### src/logic/pcs_pkg.sv
// Package for the program counter and return stack block.
package pcs_pkg;
	localparam int PC_W     = 13;
	localparam int TGT_W    = 11;
	localparam int STK_D    = 8;
	localparam int SP_W     = 3;
	// Register byte offsets on the bus.
	localparam logic [11:0] OFS_LOW   = 12'h000;
	localparam logic [11:0] OFS_LATCH = 12'h004;
	localparam logic [11:0] OFS_CMD   = 12'h008;
	localparam logic [11:0] OFS_PC    = 12'h00C;
	localparam logic [11:0] OFS_TGT   = 12'h010;
	// Command codes written to the command register.
	localparam logic [2:0] CMD_STEP  = 3'h1;
	localparam logic [2:0] CMD_JUMP  = 3'h2;
	localparam logic [2:0] CMD_CALL  = 3'h3;
	localparam logic [2:0] CMD_RET   = 3'h4;
	localparam logic [2:0] CMD_RETLIT = 3'h5;
	localparam logic [2:0] CMD_RETINT = 3'h6;
	localparam logic [2:0] CMD_IRQ   = 3'h7;
	localparam logic [12:0] PC_RST   = 13'h0000;
	localparam logic [12:0] VEC_IRQ  = 13'h0004;
	localparam logic [7:0]  LATCH_RST = 8'h00;
	localparam logic [12:0] MEM_512  = 13'h01FF;
	localparam logic [12:0] MEM_1K   = 13'h03FF;
	localparam logic [1:0] RESP_OK   = 2'h0;
	localparam logic [1:0] RESP_SLV  = 2'h2;
	typedef struct packed {
		logic        valid;
		logic [31:0] data;
	} pcs_rd_s;
endpackage

### src/logic/pcs_core.sv
// Program counter, high latch and eight-deep return stack behind AXI4-Lite.
//
// The address map and the AXI4-Lite register port were chosen for this implementation.
`timescale 1ns/1ps
module pcs_core #(
	parameter bit BIG_MEM = 1'b1
) (
	input  wire logic        aclk,    // Core clock.
	input  wire logic        aresetn, // Synchronous reset, active low.
	input  wire logic [11:0] awaddr,  // Write address.
	input  wire logic        awvalid, // Write address valid.
	output logic             awready, // Write address ready.
	input  wire logic [31:0] wdata,   // Write data.
	input  wire logic [3:0]  wstrb,   // Write strobes.
	input  wire logic        wvalid,  // Write data valid.
	output logic             wready,  // Write data ready.
	output logic [1:0]       bresp,   // Write response.
	output logic             bvalid,  // Write response valid.
	input  wire logic        bready,  // Write response ready.
	input  wire logic [11:0] araddr,  // Read address.
	input  wire logic        arvalid, // Read address valid.
	output logic             arready, // Read address ready.
	output logic [31:0]      rdata,   // Read data.
	output logic [1:0]       rresp,   // Read response.
	output logic             rvalid,  // Read data valid.
	input  wire logic        rready,  // Read data ready.
	output logic [12:0]      fetch_addr // Current program counter.
);
	import pcs_pkg::*;

	logic [12:0] program_counter;
	logic [7:0]  counter_high_latch;
	logic [12:0] stack_mem [STK_D];
	logic [SP_W-1:0] sp;
	logic [10:0] target;
	logic        aw_held;
	logic        w_held;
	logic [11:0] aw_q;
	logic [31:0] w_q;
	logic [3:0]  s_q;

	function automatic logic [12:0] fold(input logic [12:0] a);
		// The unused upper part of page zero aliases back into the array.
		fold = a & (BIG_MEM ? MEM_1K : MEM_512);
	endfunction

	wire         aw_now   = awvalid && awready;
	wire         w_now    = wvalid && wready;
	wire         have_aw  = aw_held || aw_now;
	wire         have_w   = w_held || w_now;
	wire [11:0]  waddr    = aw_held ? aw_q : awaddr;
	wire [31:0]  wd       = w_held ? w_q : wdata;
	wire [3:0]   ws       = w_held ? s_q : wstrb;
	wire         do_wr    = have_aw && have_w && !bvalid;
	wire         wr_low   = do_wr && waddr == OFS_LOW && ws[0];
	wire         wr_latch = do_wr && waddr == OFS_LATCH && ws[0];
	wire         wr_cmd   = do_wr && waddr == OFS_CMD && ws[0];
	wire         wr_tgt   = do_wr && waddr == OFS_TGT && (ws[0] || ws[1]);
	wire         wr_known = waddr == OFS_LOW || waddr == OFS_LATCH || waddr == OFS_CMD
		|| waddr == OFS_TGT || waddr == OFS_PC;
	wire [2:0]   cmd      = wd[2:0];
	wire         is_push  = wr_cmd && (cmd == CMD_CALL || cmd == CMD_IRQ);
	wire         is_pop   = wr_cmd && (cmd == CMD_RET || cmd == CMD_RETLIT
		|| cmd == CMD_RETINT);
	wire [SP_W-1:0] sp_dec = sp - 3'h1;
	// The entry a pop returns, named so the checks below can compare against it.
	wire [12:0]  pop_val   = stack_mem[sp_dec];
	// Page bits four and three of the latch are dropped: only page zero exists.
	wire [12:0]  branch_pc = {2'b00, target};
	wire [12:0]  low_pc    = {counter_high_latch[4:0], wd[7:0]};
	wire [12:0]  step_pc   = program_counter + 13'h0001;

	logic [12:0] next_pc;
	always_comb begin
		next_pc = program_counter;
		if (wr_low) begin
			next_pc = fold(low_pc);
		end else if (wr_cmd) begin
			case (cmd)
				CMD_STEP:   next_pc = fold(step_pc);
				CMD_JUMP,
				CMD_CALL:   next_pc = fold(branch_pc);
				CMD_RET,
				CMD_RETLIT,
				CMD_RETINT: next_pc = pop_val;
				CMD_IRQ:    next_pc = VEC_IRQ;
				default:    next_pc = program_counter;
			endcase
		end
	end

	// Bus handshake: each channel is taken once, then held until the response.
	always_ff @(posedge aclk) begin
		if (!aresetn) begin
			aw_held <= 1'b0;
			w_held  <= 1'b0;
			aw_q    <= 12'h000;
			w_q     <= 32'h0000_0000;
			s_q     <= 4'h0;
			awready <= 1'b0;
			wready  <= 1'b0;
			bvalid  <= 1'b0;
			bresp   <= RESP_OK;
		end else begin
			awready <= !have_aw && !bvalid && !awready;
			wready  <= !have_w && !bvalid && !wready;
			if (aw_now) begin
				aw_held <= 1'b1;
				aw_q    <= awaddr;
			end
			if (w_now) begin
				w_held <= 1'b1;
				w_q    <= wdata;
				s_q    <= wstrb;
			end
			if (do_wr) begin
				aw_held <= 1'b0;
				w_held  <= 1'b0;
				bvalid  <= 1'b1;
				bresp   <= wr_known ? RESP_OK : RESP_SLV;
			end else if (bvalid && bready) begin
				bvalid <= 1'b0;
			end
		end
	end

	// Counter, latch and stack. The stack wraps silently: no overflow flag exists.
	always_ff @(posedge aclk) begin
		if (!aresetn) begin
			program_counter    <= PC_RST;
			counter_high_latch <= LATCH_RST;
			target             <= 11'h000;
			sp                 <= 3'h0;
			fetch_addr         <= PC_RST;
		end else begin
			program_counter <= next_pc;
			fetch_addr      <= next_pc;
			// Only the latch register itself changes the latch, never the stack.
			if (wr_latch) begin
				counter_high_latch <= {3'b000, wd[4:0]};
			end
			if (wr_tgt) begin
				target <= wd[10:0];
			end
			if (is_push) begin
				stack_mem[sp] <= program_counter;
				sp            <= sp + 3'h1;
			end else if (is_pop) begin
				sp <= sp_dec;
			end
		end
	end

	// Reads: the low byte and the latch are visible, the stack pointer is not.
	wire         rd_known = araddr == OFS_LOW || araddr == OFS_LATCH || araddr == OFS_CMD
		|| araddr == OFS_TGT || araddr == OFS_PC;
	pcs_rd_s     rd_sel;
	always_comb begin
		rd_sel.valid = rd_known;
		case (araddr)
			OFS_LOW:   rd_sel.data = {24'h000000, program_counter[7:0]};
			OFS_LATCH: rd_sel.data = {24'h000000, counter_high_latch};
			OFS_TGT:   rd_sel.data = {21'h00000, target};
			OFS_PC:    rd_sel.data = {19'h0000, program_counter};
			default:   rd_sel.data = 32'h0000_0000;
		endcase
	end

	always_ff @(posedge aclk) begin
		if (!aresetn) begin
			arready <= 1'b0;
			rvalid  <= 1'b0;
			rdata   <= 32'h0000_0000;
			rresp   <= RESP_OK;
		end else begin
			arready <= !rvalid && !arready && arvalid;
			if (arvalid && arready) begin
				rvalid <= 1'b1;
				rdata  <= rd_sel.data;
				rresp  <= rd_sel.valid ? RESP_OK : RESP_SLV;
			end else if (rvalid && rready) begin
				rvalid <= 1'b0;
			end
		end
	end

	property p_irq_vector;
		@(posedge aclk) disable iff (!aresetn)
		(wr_cmd && cmd == CMD_IRQ) |=> program_counter == VEC_IRQ;
	endproperty
	a_irq_vector: assert property (p_irq_vector) else $error("Vector not loaded.");

	property p_push_saves;
		@(posedge aclk) disable iff (!aresetn)
		is_push |=> stack_mem[$past(sp)] == $past(program_counter);
	endproperty
	a_push_saves: assert property (p_push_saves) else $error("Push lost value.");

	property p_pop_restores;
		@(posedge aclk) disable iff (!aresetn)
		is_pop |=> program_counter == $past(pop_val);
	endproperty
	a_pop_restores: assert property (p_pop_restores) else $error("Pop mismatch.");

	property p_latch_kept;
		@(posedge aclk) disable iff (!aresetn)
		(is_push || is_pop) |=> $stable(counter_high_latch);
	endproperty
	a_latch_kept: assert property (p_latch_kept) else $error("Latch changed.");

	property p_low_write;
		@(posedge aclk) disable iff (!aresetn)
		wr_low |=> program_counter[7:0] == $past(wd[7:0])
			&& program_counter[12:8] == ($past(counter_high_latch[4:0]) & 5'h03);
	endproperty
	a_low_write: assert property (p_low_write) else $error("Low write wrong.");

	property p_jump_page0;
		@(posedge aclk) disable iff (!aresetn)
		(wr_cmd && cmd == CMD_JUMP) |=> program_counter[12:10] == 3'b000;
	endproperty
	a_jump_page0: assert property (p_jump_page0) else $error("Left page zero.");

	property p_step;
		@(posedge aclk) disable iff (!aresetn)
		(wr_cmd && cmd == CMD_STEP && program_counter < MEM_512)
			|=> program_counter == $past(program_counter) + 13'h0001;
	endproperty
	a_step: assert property (p_step) else $error("Step wrong.");

	property p_wrap;
		@(posedge aclk) disable iff (!aresetn)
		is_push |=> sp == $past(sp) + 3'h1;
	endproperty
	a_wrap: assert property (p_wrap) else $error("Pointer wrong.");

	property p_idle;
		@(posedge aclk) disable iff (!aresetn)
		!do_wr |=> $stable(program_counter);
	endproperty
	a_idle: assert property (p_idle) else $error("Counter drifted.");

	// The fetch address is a registered copy so it can leave the block without logic after it.
	property p_fetch_mirror;
		@(posedge aclk) disable iff (!aresetn)
		1'b1 |-> fetch_addr == program_counter;
	endproperty
	a_fetch_mirror: assert property (p_fetch_mirror) else $error("Fetch differs.");

	property p_pop_ptr;
		@(posedge aclk) disable iff (!aresetn)
		is_pop |=> sp == $past(sp_dec);
	endproperty
	a_pop_ptr: assert property (p_pop_ptr) else $error("Pop pointer wrong.");

	property p_sp_hold;
		@(posedge aclk) disable iff (!aresetn)
		!(is_push || is_pop) |=> $stable(sp);
	endproperty
	a_sp_hold: assert property (p_sp_hold) else $error("Pointer moved.");

	property p_call_target;
		@(posedge aclk) disable iff (!aresetn)
		(wr_cmd && cmd == CMD_CALL) |=> program_counter[8:0] == $past(target[8:0])
			&& program_counter[12:10] == 3'b000;
	endproperty
	a_call_target: assert property (p_call_target) else $error("Call target wrong.");

	property p_target_write;
		@(posedge aclk) disable iff (!aresetn)
		wr_tgt |=> target == $past(wd[10:0]);
	endproperty
	a_target_write: assert property (p_target_write) else $error("Target not kept.");

	property p_latch_write;
		@(posedge aclk) disable iff (!aresetn)
		wr_latch |=> counter_high_latch == {3'b000, $past(wd[4:0])};
	endproperty
	a_latch_write: assert property (p_latch_write) else $error("Latch not kept.");

	property p_read_low;
		@(posedge aclk) disable iff (!aresetn)
		(arvalid && arready && araddr == OFS_LOW) |=> rdata == {24'h000000, $past(program_counter[7:0])};
	endproperty
	a_read_low: assert property (p_read_low) else $error("Low byte read wrong.");

	property p_rd_unmapped;
		@(posedge aclk) disable iff (!aresetn)
		(arvalid && arready && !rd_known) |=> rresp == RESP_SLV && rdata == 32'h0000_0000;
	endproperty
	a_rd_unmapped: assert property (p_rd_unmapped) else $error("Unmapped read answered.");

	property p_unmapped_write;
		@(posedge aclk) disable iff (!aresetn)
		(do_wr && !wr_known) |=> bresp == RESP_SLV && $stable(program_counter);
	endproperty
	a_unmapped_write: assert property (p_unmapped_write) else $error("Unmapped write acted.");

	// A response must not change under the master while it waits to take it.
	property p_bvalid_hold;
		@(posedge aclk) disable iff (!aresetn)
		(bvalid && !bready) |=> bvalid && $stable(bresp);
	endproperty
	a_bvalid_hold: assert property (p_bvalid_hold) else $error("Write response dropped.");

	property p_rvalid_hold;
		@(posedge aclk) disable iff (!aresetn)
		(rvalid && !rready) |=> rvalid && $stable(rdata) && $stable(rresp);
	endproperty
	a_rvalid_hold: assert property (p_rvalid_hold) else $error("Read response dropped.");

	property p_no_ready_busy;
		@(posedge aclk) disable iff (!aresetn)
		bvalid |-> !awready && !wready;
	endproperty
	a_no_ready_busy: assert property (p_no_ready_busy) else $error("Ready while busy.");

	property p_irq_push;
		@(posedge aclk) disable iff (!aresetn)
		(wr_cmd && cmd == CMD_IRQ) |=> stack_mem[$past(sp)] == $past(program_counter);
	endproperty
	a_irq_push: assert property (p_irq_push) else $error("Interrupt push lost.");

	c_call: cover property (@(posedge aclk) disable iff (!aresetn) wr_cmd && cmd == CMD_CALL);
	c_wrap: cover property (@(posedge aclk) disable iff (!aresetn) is_push && sp == 3'h7);
	c_ret: cover property (@(posedge aclk) disable iff (!aresetn) is_pop);
	c_irq: cover property (@(posedge aclk) disable iff (!aresetn) wr_cmd && cmd == CMD_IRQ);
	c_low: cover property (@(posedge aclk) disable iff (!aresetn) wr_low);
endmodule

### config.mk
export PLATFORM = sky130hd
export DESIGN_NAME = pcs_core
export DESIGN_NICKNAME = d
export VERILOG_FILES = /design/src/logic/pcs_pkg.sv /design/src/logic/pcs_core.sv
export SDC_FILE = /design/constraint.sdc
export NUM_CORES = 1
export LEC_CHECK = 0
export BUFFER_PORTS_ARGS = -buffer_cell sky130_fd_sc_hd__buf_2
export CAP_MARGIN = 25
export CORE_MARGIN = 10
export CORE_UTILIZATION = 57
export CTS_CLUSTER_SIZE = 24
export DETAILED_ROUTE_END_ITERATION = 8
export PLACE_DENSITY_LB_ADDON = 0.25
export SLEW_MARGIN = 10
export SYNTH_ARGS = -nofsm -noshare
export SYNTH_HDL_FRONTEND = slang
export SYNTH_SLANG_ARGS = --single-unit
### constraint.sdc
create_clock -name aclk -period 3.75 [get_ports aclk]
set_input_delay 0.1875 -clock aclk [delete_from_list [all_inputs] [get_ports aclk]]
set_output_delay 0.1875 -clock aclk [all_outputs]
set_load 0.02 [all_outputs]
==> impl_metrics.toml, run 1 <==
[run_status]
outcome = "completed"

[worst_setup_path]
crit_fanout = 16
rr_endpoint = "stack_mem[6][10]"
crit_type = "flip-flop to flip-flop"
ff2ff_path_depth = 6
reg2reg_slack_ps = 700
cp-start-kind = "flip-flop"
cp-end-kind = "flip-flop"
reg2reg_from = "aw_held"
crit_required_ps = 3880
worst_ep_arrival_time_ps = 3170

[cts]
cts_tree = "yes"
cts-htree-levels = 4
cts.path.max_buffers = 2
cts_buffers = 17
cts.sinks = 183
cts_root_buf = "clkbuf_16"
insertion_delay_ps = 430
clk_pin_slew_worst_paths_ps = 60

[route]
firstDrtPassIters = 5
drtIter0Drc = 561
wl_per_cell_microns = 20.14
vias = 5915
via_per_inst = 6.011
drc = 0
drt.antenna.violating_nets = 0
drt-total-wl_microns = 19820

[die]
rows = 43
die-area_sq_um = 19360
start_util = 0.5827
io_pins = 121
dieHeight_microns = 139.1
core_area_sq_um = 13880
die_w_microns = 139.1

[grt]
grt-ovfl-total = 0
grt_pass1_wl_microns = 31510
grt_max_degree = 66
grt_use_total = 0.2019
antenna_found_initial = 0
grt_pass1_vias = 5954

[sta]
fin_skew_ps = 7.640
finalMaxSlewViolations = 0
fin_crit_sh = 0.8123
post-route-min-period_ps = 3046
hold_viol_final = 0
whs_ps = 9.560
rsz0062_at_grt = "no"
fmax_mhz = 328.3
relSlewSlack = 0.4453
worst_pin_slew_ps = 824.5
fin_setup_tns_ps = 0
finalSetupViolCount = 0

[power_and_ir_drop]
p_int_mw = 3.273
p_seq_frac = 0.510
p_switching_mw = 0.9213
vdd_ir_drop_max_uv = 325.7
switching_share = 0.2197
clockPowerShare = 0.432
leakage_nw = 3.545
p_comb_frac = 0.058
p_per_area_nw_per_um2 = 448.8

[layout]
area.growth.synth_to_final_pct = 15.51
fillers = 1043
fin_util = 0.6732
layout.nets = 861
fin_cells = 984
drive_above_1_share = 0.2090
n_antenna_cell = 0

[yosys]
yosys.area_share.xor_xnor = 0.01299
syn_avg_cell_area_sq_um = 11.49
syn_area_sq_um = 8089
muxShareOfSynthArea = 0.1024
synth_seq_area_share = 0.5816
ys.warnings.count = 0
synth_cells = 704
async_flop_share = 0
synth_fa_ha_area_frac = 0.004640
synthFlopType = "edfxtp_1"
synth_top_family_by_area = "simple AND/OR/NAND/NOR gates"
synth_compound_area_frac = 0.1264
ys_seq_elements = 183
synthSimpleGateAreaFrac = 0.1270
yosysUniqueCellTypes = 63
synth-edff-count = 104

[min_path]
hp-class = "primary input to flip-flop"
min_to = "rvalid"
worstHoldStart = "rready"
hold_depth = 3

[place]
dpl.hpwl_microns = 13480
dp.cells = 940
gp_congestion = 0.8988
io_buffers = 76

[flow_run]
drv_cap = 0
-- kinds of logic after synthesis --
family                     count (synthesis)
muxes                                     61
DFF                                      183
other                                      1
adders and majority gates                  3
buffers and inverters                     70
and+or+nand+nor                          221
xor gates and xnor gates                  12
AOI/OAI and AO/OA                        153
-- power by group through the flow --
stage | combinational (mW) | sequential [mW] | clock, mW
finish | 0.242 | 2.14 | 1.81
global route | 0.267 | 2.14 | 1.92
CTS | 0.239 | 2.14 | 1.83
detailed placement | 0.228 | 2.18 | 0
global placement | 0.223 | 2.18 | 0
floorplan | 0.172 | 2.18 | 0
-- per-stage QoR --
| step | setup slack (ps) | power, mW | cell area, sq um |
|---|---|---|---|
| 2_1_floorplan | 720.0 | 2.354 | 8164 |
| 3_3_place_gp | 794.8 | 2.404 | 8615 |
| 3_5_place_dp | 692.1 | 2.412 | 8615 |
| 4_1_cts | 688.4 | 4.205 | 9339 |
| 5_1_grt | 476.0 | 4.329 | 9344 |
| 6_report | 704.0 | 4.194 | 9344 |
-- synthesized netlist by cell type, types with 3 or more instances --
library cell / instances / area share
a21o_1: 4 / 0.0037
nand2_1: 103 / 0.048
mux2i_1: 31 / 0.038
and2_1: 4 / 0.0031
buf_1: 6 / 0.0028
o211ai_1: 5 / 0.0046
a32oi_1: 4 / 0.0043
inv_1: 9 / 0.0042
o32ai_1: 3 / 0.0032
xnor2_1: 8 / 0.0087
nand4_1: 7 / 0.0054
nor2_1: 45 / 0.021
a211oi_1: 6 / 0.0056
edfxtp_1: 104 / 0.39
a22o_1: 12 / 0.013
and4_1: 3 / 0.0032
a211o_1: 3 / 0.0032
ha_1: 3 / 0.0046
buf_4: 24 / 0.022
nor2b_1: 6 / 0.0046
nor3_1: 8 / 0.0049
mux4_2: 16 / 0.045
mux2_2: 14 / 0.019
xor2_1: 4 / 0.0043
nand2b_1: 6 / 0.0046
buf_2: 6 / 0.0037
a21oi_1: 60 / 0.037
a22oi_1: 18 / 0.017
nand3_1: 15 / 0.0093
o21ai_0: 16 / 0.0099
dfxtp_1: 79 / 0.20
clkbuf_1: 24 / 0.011
a31oi_1: 5 / 0.0039
-- critical path: stages, from the launching register on --
cell and delay, ps:
dfxtp_1 660, mux2_2 440, a2111oi_4 420, and4_1 370
nand4_1 220, nor2_1 320, buf_4 290
-- layer usage --
layer | vias up | wire (microns) | track usage
li1 | 2742 | - | -
met1 | 2863 | 8051 | 0.2408
met2 | 264 | 9694 | 0.3357
met3 | 46 | 1607 | 0.06678
met4 | 0 | 461 | 0.06700
met5 | - | 0 | 0
-- registers in the layout, summed over array words and instances, names as in the netlist, 2 cells and up --
signal / count
stack_mem: 104
s_q: 2
rdata: 13
program_counter: 13
target: 11
w_q: 11
aw_q: 12
sp: 3
counter_high_latch: 5
-- worst max-delay path by stage --
stage             from               end  slack, ps  depth (start not counted)
6_report       aw_held  stack_mem[6][10]        700                          6
4_1_cts        aw_held   stack_mem[4][1]        690                          6
2_1_floorplan  aw_held   stack_mem[1][0]        720                          6
3_5_place_dp   aw_held  stack_mem[4][10]        690                          6
5_1_grt        aw_held   stack_mem[4][7]        480                          6
3_3_place_gp   aw_held   stack_mem[6][7]        790                          6
-- cells in the final DEF, fill, tap and decap left out, types with 3 or more instances in the layout --
cell,count
and4_1,3
o211ai_1,5
nand2_1,103
a211oi_1,6
a31oi_1,5
a21o_1,4
mux4_2,16
edfxtp_1,104
inv_1,8
mux2_2,14
dfxtp_1,79
a22o_1,12
nor3_1,6
buf_4,20
o32ai_1,3
nand4_1,7
a21oi_1,60
and2_1,4
xnor2_1,8
a22oi_1,18
a32oi_1,4
nor2b_1,6
xor2_1,3
clkbuf_16,20
nand2b_1,6
nor2_1,45
dlygate4sd3_1,11
a211o_1,3
mux2i_1,31
buf_2,76
nand3_1,15
conb_1,21
o21ai_0,16
ha_1,3
-- final cells by class --
class | instances | area [sq um] | area share
sequential | 183 | 4705 | 0.5035
tap | 180 | 225.2 | 0.02410
clock buffer | 23 | 531.8 | 0.05691
multi-input combinational | 471 | 3117 | 0.3336
inverter | 10 | 37.54 | 0.004017
clock inverter | 9 | 82.58 | 0.008838
timing repair buffer | 108 | 645.6 | 0.06909
-- repair_timing --
item	in CTS	in global routing
buffers inserted	0	0
endpoints found under the hold margin	11	0
gates resized for setup	0	0
hold buffers	11	0
Note: power is estimated with default switching activity, not from simulation.
==> run 2, diff against run 1 <==
- CORE_UTILIZATION: 57 -> 51
- clock period: 3.75 -> 2.6 ns (I/O delays scaled with it)
==> run 2 against run 1 <==
Net effect: largest cell class unchanged; die area is 10% higher; clock skew rose by 5.3 ps; highest routed layer unchanged; first-iteration DRC count up 6.4%; critical path depth rose by 1; worst setup slack lost 610 ps; sequential share of layout area down 1.8 points; global-route usage is 0.51 points lower; final area increased by 3.7%; worst hold slack improved by 16 ps; clock power increased by 36%; register-to-register slack worse by 610 ps.
==> impl_metrics.toml, run 2 (synthesis results as in run 1) <==
[run_status]
outcome = "completed"

[flow_run]
drv_cap = 0

[route]
drt-met1-wl_microns = 8693
vias = 6105
via_per_inst = 5.803
drtIter0Drc = 597
met2RoutedLength_microns = 10510
top_layer = "met4"
met3WireLength_microns = 1625
drt-total-wl_microns = 21190
drc = 0
firstDrtPassIters = 7
drt.antenna.violating_nets = 0
wl_per_cell_microns = 20.14

[sta]
finalMaxSlewViolations = 0
worst_pin_slew_ps = 778.3
post-route-min-period_ps = 2503
relSlewSlack = 0.4803
fin_setup_tns_ps = 0
finalSetupViolCount = 0
fin_crit_sh = 0.9626
hold_viol_final = 0
layout_setup_ws_ps = 97.28
fmax_mhz = 399.6
fin_skew_ps = 12.98

[die]
die-area_sq_um = 21300
dieHeight_microns = 145.9
start_util = 0.5263
die_w_microns = 145.9
rows = 45
io_pins = 121
core_area_sq_um = 15370

[grt]
grt_use_total = 0.1968
grt_max_degree = 43
antenna_found_initial = 0
grt_pass1_wl_microns = 33770
grt_pass1_vias = 6276
grt-ovfl-total = 0

[layout]
n_antenna_cell = 0
fin_cells = 1052
drive_above_1_share = 0.2283
fin_area_sq_um = 9692
layout_common_cells = "edfxtp_1, nand2_1, dfxtp_1"
top_register = "stack_mem"
largest_reg_flops = 104
reg_top3 = "stack_mem: 104 flops, program_counter: 13 flops, rdata: 13 flops"
final_common_cell = "edfxtp_1"
area.growth.synth_to_final_pct = 19.81
layout.nets = 898
fillers = 1221

[worst_setup_path]
cp-startpoint = "aw_held"
path_buf_inv = 2
cp-start-kind = "flip-flop"
crit_top_cell = "buf_4"
crit_type = "flip-flop to flip-flop"
slowest_delay_ps = 390
crit_family = "simple AND/OR/NAND/NOR gates"
path_cells = "buf_4 -> or3_1 -> a22oi_1 -> and4_4 -> nand4_1 -> nor3_4 -> buf_4"
ff2ff_path_depth = 7
worst_ep_arrival_time_ps = 2640
crit_fanout = 7
reg2reg_slack_ps = 100
rr_endpoint = "stack_mem[1][6]"
cp-end-kind = "flip-flop"
crit_required_ps = 2740
cp_slowest_cell = "or3_1"
reg2reg_from = "aw_held"

[power_and_ir_drop]
vdd_ir_drop_max_uv = 441.8
p_seq_frac = 0.520
power_mw = 5.932
p_switching_mw = 1.378
p_int_mw = 4.553
switching_share = 0.2324
leakage_nw = 3.708
clockPowerShare = 0.415
p_comb_frac = 0.066
p_per_area_nw_per_um2 = 612.0

[min_path]
worstHoldStart = "wdata[2]"
hp-class = "primary input to flip-flop"
min_to = "w_q[2]"
hold_depth = 3

[place]
gp_congestion = 0.9283
pre_cts_ws_ps = 66.98
dpl.hpwl_microns = 14360
io_buffers = 76
dp.cells = 993
placed_cell_area_sq_um = 8831

[cts]
clk_pin_slew_worst_paths_ps = 70
cts_root_buf = "clkbuf_16"
cts_buffers = 17
cts_tree = "yes"
cts-htree-levels = 4
cts.sinks = 183
cts.path.max_buffers = 2
insertion_delay_ps = 430
==> run 2: cell types whose count changed in the layout (fill, tap and decap cells not counted), sizes merged <==
| cell | delta |
|---|---|
| clkinv | +4 |
| dlygate4sd3 | +15 |
| inv | +1 |
| buf | +23 |
| bufinv | -1 |
| clkinvlp | -2 |
| clkbuf | -3 |
==> run 2: what timing repair did <==
item	in CTS	in global routing
resized for setup	0	5
hold buffers	26	0
endpoints found under the setup margin	0	64
setup buffers	0	1
hold endpoints to repair	26	0
==> run 2: routing by layer <==
layer,vias to the layer above,global-route usage
met5,-,0
met4,0,0.06320
met3,35,0.05247
met2,241,0.3260
met1,3018,0.2444
li1,2811,-
==> run 2: layout make-up <==
class	count	area [sq um]	share of cell area
flip-flops and latches	183	4706	0.4855
clock inverters	11	86.33	0.008908
multi-input cells	471	3139	0.3239
repair buffers	145	975.9	0.1007
inverters	10	37.54	0.003873
clock buffers	21	483.0	0.04983
well taps	211	264.0	0.02724
==> run 2: how the worst max path moves through the flow <==
stage / end / cells after the start
final: stack_mem[1][6] / 7
after global routing: stack_mem[1][6] / 7
after CTS: stack_mem[1][6] / 6
after detailed placement: stack_mem[1][10] / 6
after global placement: stack_mem[1][10] / 6
after floorplan: stack_mem[3][0] / 6
==> run 2: stage by stage <==
stage	hold WS [ps]	util
floorplan	247.5	-
global placement	380.6	0.5745
detailed placement	387.3	0.5745
CTS	4.264	0.6285
global route	33.43	0.6305
finish	25.54	0.6305
==> run 2: power by group through the flow <==
stage | combinational [mW] | sequential, mW | clock [mW]
finish | 0.389 | 3.08 | 2.46
global route | 0.423 | 3.09 | 2.62
CTS | 0.376 | 3.08 | 2.50
detailed placement | 0.344 | 3.15 | 0
global placement | 0.333 | 3.14 | 0
floorplan | 0.249 | 3.15 | 0
==> run 2: worst register-to-register path, stage by stage, from the launching register on <==
cell and delay (ps):
dfxtp_2 350, buf_4 160, or3_1 390, a22oi_1 270, and4_4 280, nand4_1 240, nor3_4 310, buf_4 220
==> run 3, diff against run 2 <==
- CORE_UTILIZATION: 51 -> 30
==> run 3 against run 2 <==
Net effect: count of clock-buffer cells in the layout is 2 lower; sequential share of layout area fell by 1.6 points; global-route usage shrank 6.4 points; critical endpoint is now stack_mem[1][8]; die area up 59%; combinational power grew 3%; maximum frequency shrank 0.35%; first-iteration DRC count fell by 18%; critical path depth rose by 1; worst hold slack better by 15 ps.
==> impl_metrics.toml, run 3 (synthesis results as in run 1) <==
[run_status]
outcome = "completed"

[worst_setup_path]
cp-end-kind = "flip-flop"
slowest_delay_ps = 460
crit_fanout = 7
crit_top_cell = "buf_4"
worst_ep_arrival_time_ps = 2660
cp_slowest_cell = "or4b_1"
path_cells = "buf_4 -> or4b_1 -> o41ai_2 -> and4_4 -> nand4_1 -> buf_4 -> nor3_4 -> buf_4"
cp-start-kind = "flip-flop"
crit_type = "flip-flop to flip-flop"
crit_required_ps = 2750

[place]
dpl.hpwl_microns = 15690
pre_cts_ws_ps = 53.41
io_buffers = 76
gp_congestion = 0.8165

[route]
firstDrtPassIters = 5
wl_per_cell_microns = 19.03
via_per_inst = 4.968
drt.antenna.violating_nets = 0
drc = 0
drtIter0Drc = 492
vias = 5912
drt-total-wl_microns = 22640

[grt]
grt-ovfl-total = 0
antenna_found_initial = 0
grt_max_degree = 65
grt_use_total = 0.1325
grt_pass1_wl_microns = 34500
grt_pass1_vias = 5752

[layout]
drive_above_1_share = 0.2391
n_antenna_cell = 0
top_register = "stack_mem"
area.growth.synth_to_final_pct = 23.94
largest_reg_flops = 104
register_area_sq_um = 4705
multi_input_area_sq_um = 3149
layout_common_cells = "edfxtp_1, nand2_1, dfxtp_1"
reg_top3 = "stack_mem: 104 flops, program_counter: 13 flops, rdata: 13 flops"
layout.nets = 906
fillers = 2662
final_common_cell = "edfxtp_1"

[power_and_ir_drop]
switching_share = 0.2483
p_comb_frac = 0.066
vdd_ir_drop_max_uv = 471.5
leakage_nw = 3.779
p_int_mw = 4.541
p_switching_mw = 1.500
p_seq_frac = 0.510
clockPowerShare = 0.423
p_per_area_nw_per_um2 = 602.5

[sta]
layout_setup_ws_ps = 88.50
worst_pin_slew_ps = 732.6
post-route-min-period_ps = 2512
rsz0062_at_grt = "yes"
fin_skew_ps = 16.03
whs_ps = 40.47
finalMaxSlewViolations = 0
hold_viol_final = 0
fmax_mhz = 398.2
finalSetupViolCount = 0
relSlewSlack = 0.5064
fin_crit_sh = 0.9660

[min_path]
hp-class = "primary input to flip-flop"

[cts]
cts_buffers = 17
cts.path.max_buffers = 2
clk_pin_slew_worst_paths_ps = 70
cts_tree = "yes"
cts-htree-levels = 4
insertion_delay_ps = 440
cts_root_buf = "clkbuf_16"
cts.sinks = 183

[die]
start_util = 0.3027
die_w_microns = 184.2
dieHeight_microns = 184.2
core_area_sq_um = 26730
io_pins = 121
die-area_sq_um = 33930
rows = 60

[flow_run]
drv_cap = 0
[run 3: cell type report]
cell class                 instances  area share
multi-input combinational        471      0.3141
sequential                       183      0.4692
clock buffer                      19     0.04530
timing repair buffer             153      0.1122
inverter                          10    0.003744
tap                              341     0.04256
clock inverter                    13     0.01285
[run 3: layer usage]
metal,share of wire,vias up,wire length (microns),track usage
met4,0.013,0,300,0.02983
li1,-,2841,-,-
met1,0.46,2870,10320,0.1728
met3,0.047,26,1066,0.02776
met2,0.48,175,10960,0.2203
met5,0,-,0,0
[run 3: critical path: cells and delay by family, from the launching register on]
kind | cells | cell delay (ps)
buffers and inverters | 3 | 560
flip-flops | 1 | 390
AO/OA/AOI/OAI | 1 | 120
AND/OR/NAND/NOR | 4 | 1140
[run 3: worst paths after layout]
check	cells after the start	end	slack [ps]	start
worst max-delay path	8	stack_mem[1][8]	90	aw_held
worst max register to register	8	stack_mem[1][8]	90	aw_held
worst min register to register	2	aw_q[9]	450	aw_q[9]
worst min-delay path	3	w_q[1]	40	wdata[1]
[run 3: stage by stage]
stage / utilization / power (mW) / instances / setup TNS, ps / cell area, sq um
final: 0.3751 / 6.040 / 1190 / 0 / 10030
after global routing: 0.3751 / 6.244 / 1190 / -145.4 / 10030
after CTS: 0.3733 / 6.087 / 1188 / 0 / 9976
after detailed placement: 0.3413 / 3.516 / 1129 / 0 / 9123
after global placement: 0.3413 / 3.513 / 1129 / 0 / 9123
after floorplan: - / 3.395 / 724 / -7713 / 8174
[run 3: timing repair]
action | 4_1_cts | 5_1_grt
hold endpoints to repair | 27 | 0
setup buffers | 0 | 1
hold buffers | 27 | 0
endpoints found under the setup margin | 0 | 68
gates resized for setup | 0 | 13
[run 3: power groups by stage]
stage	Combinational (mW)	Clock, mW	Sequential (mW)
after floorplan	0.249	0	3.15
after global placement	0.366	0	3.15
after detailed placement	0.368	0	3.15
after CTS	0.401	2.60	3.08
after global routing	0.443	2.71	3.09
final	0.401	2.56	3.08
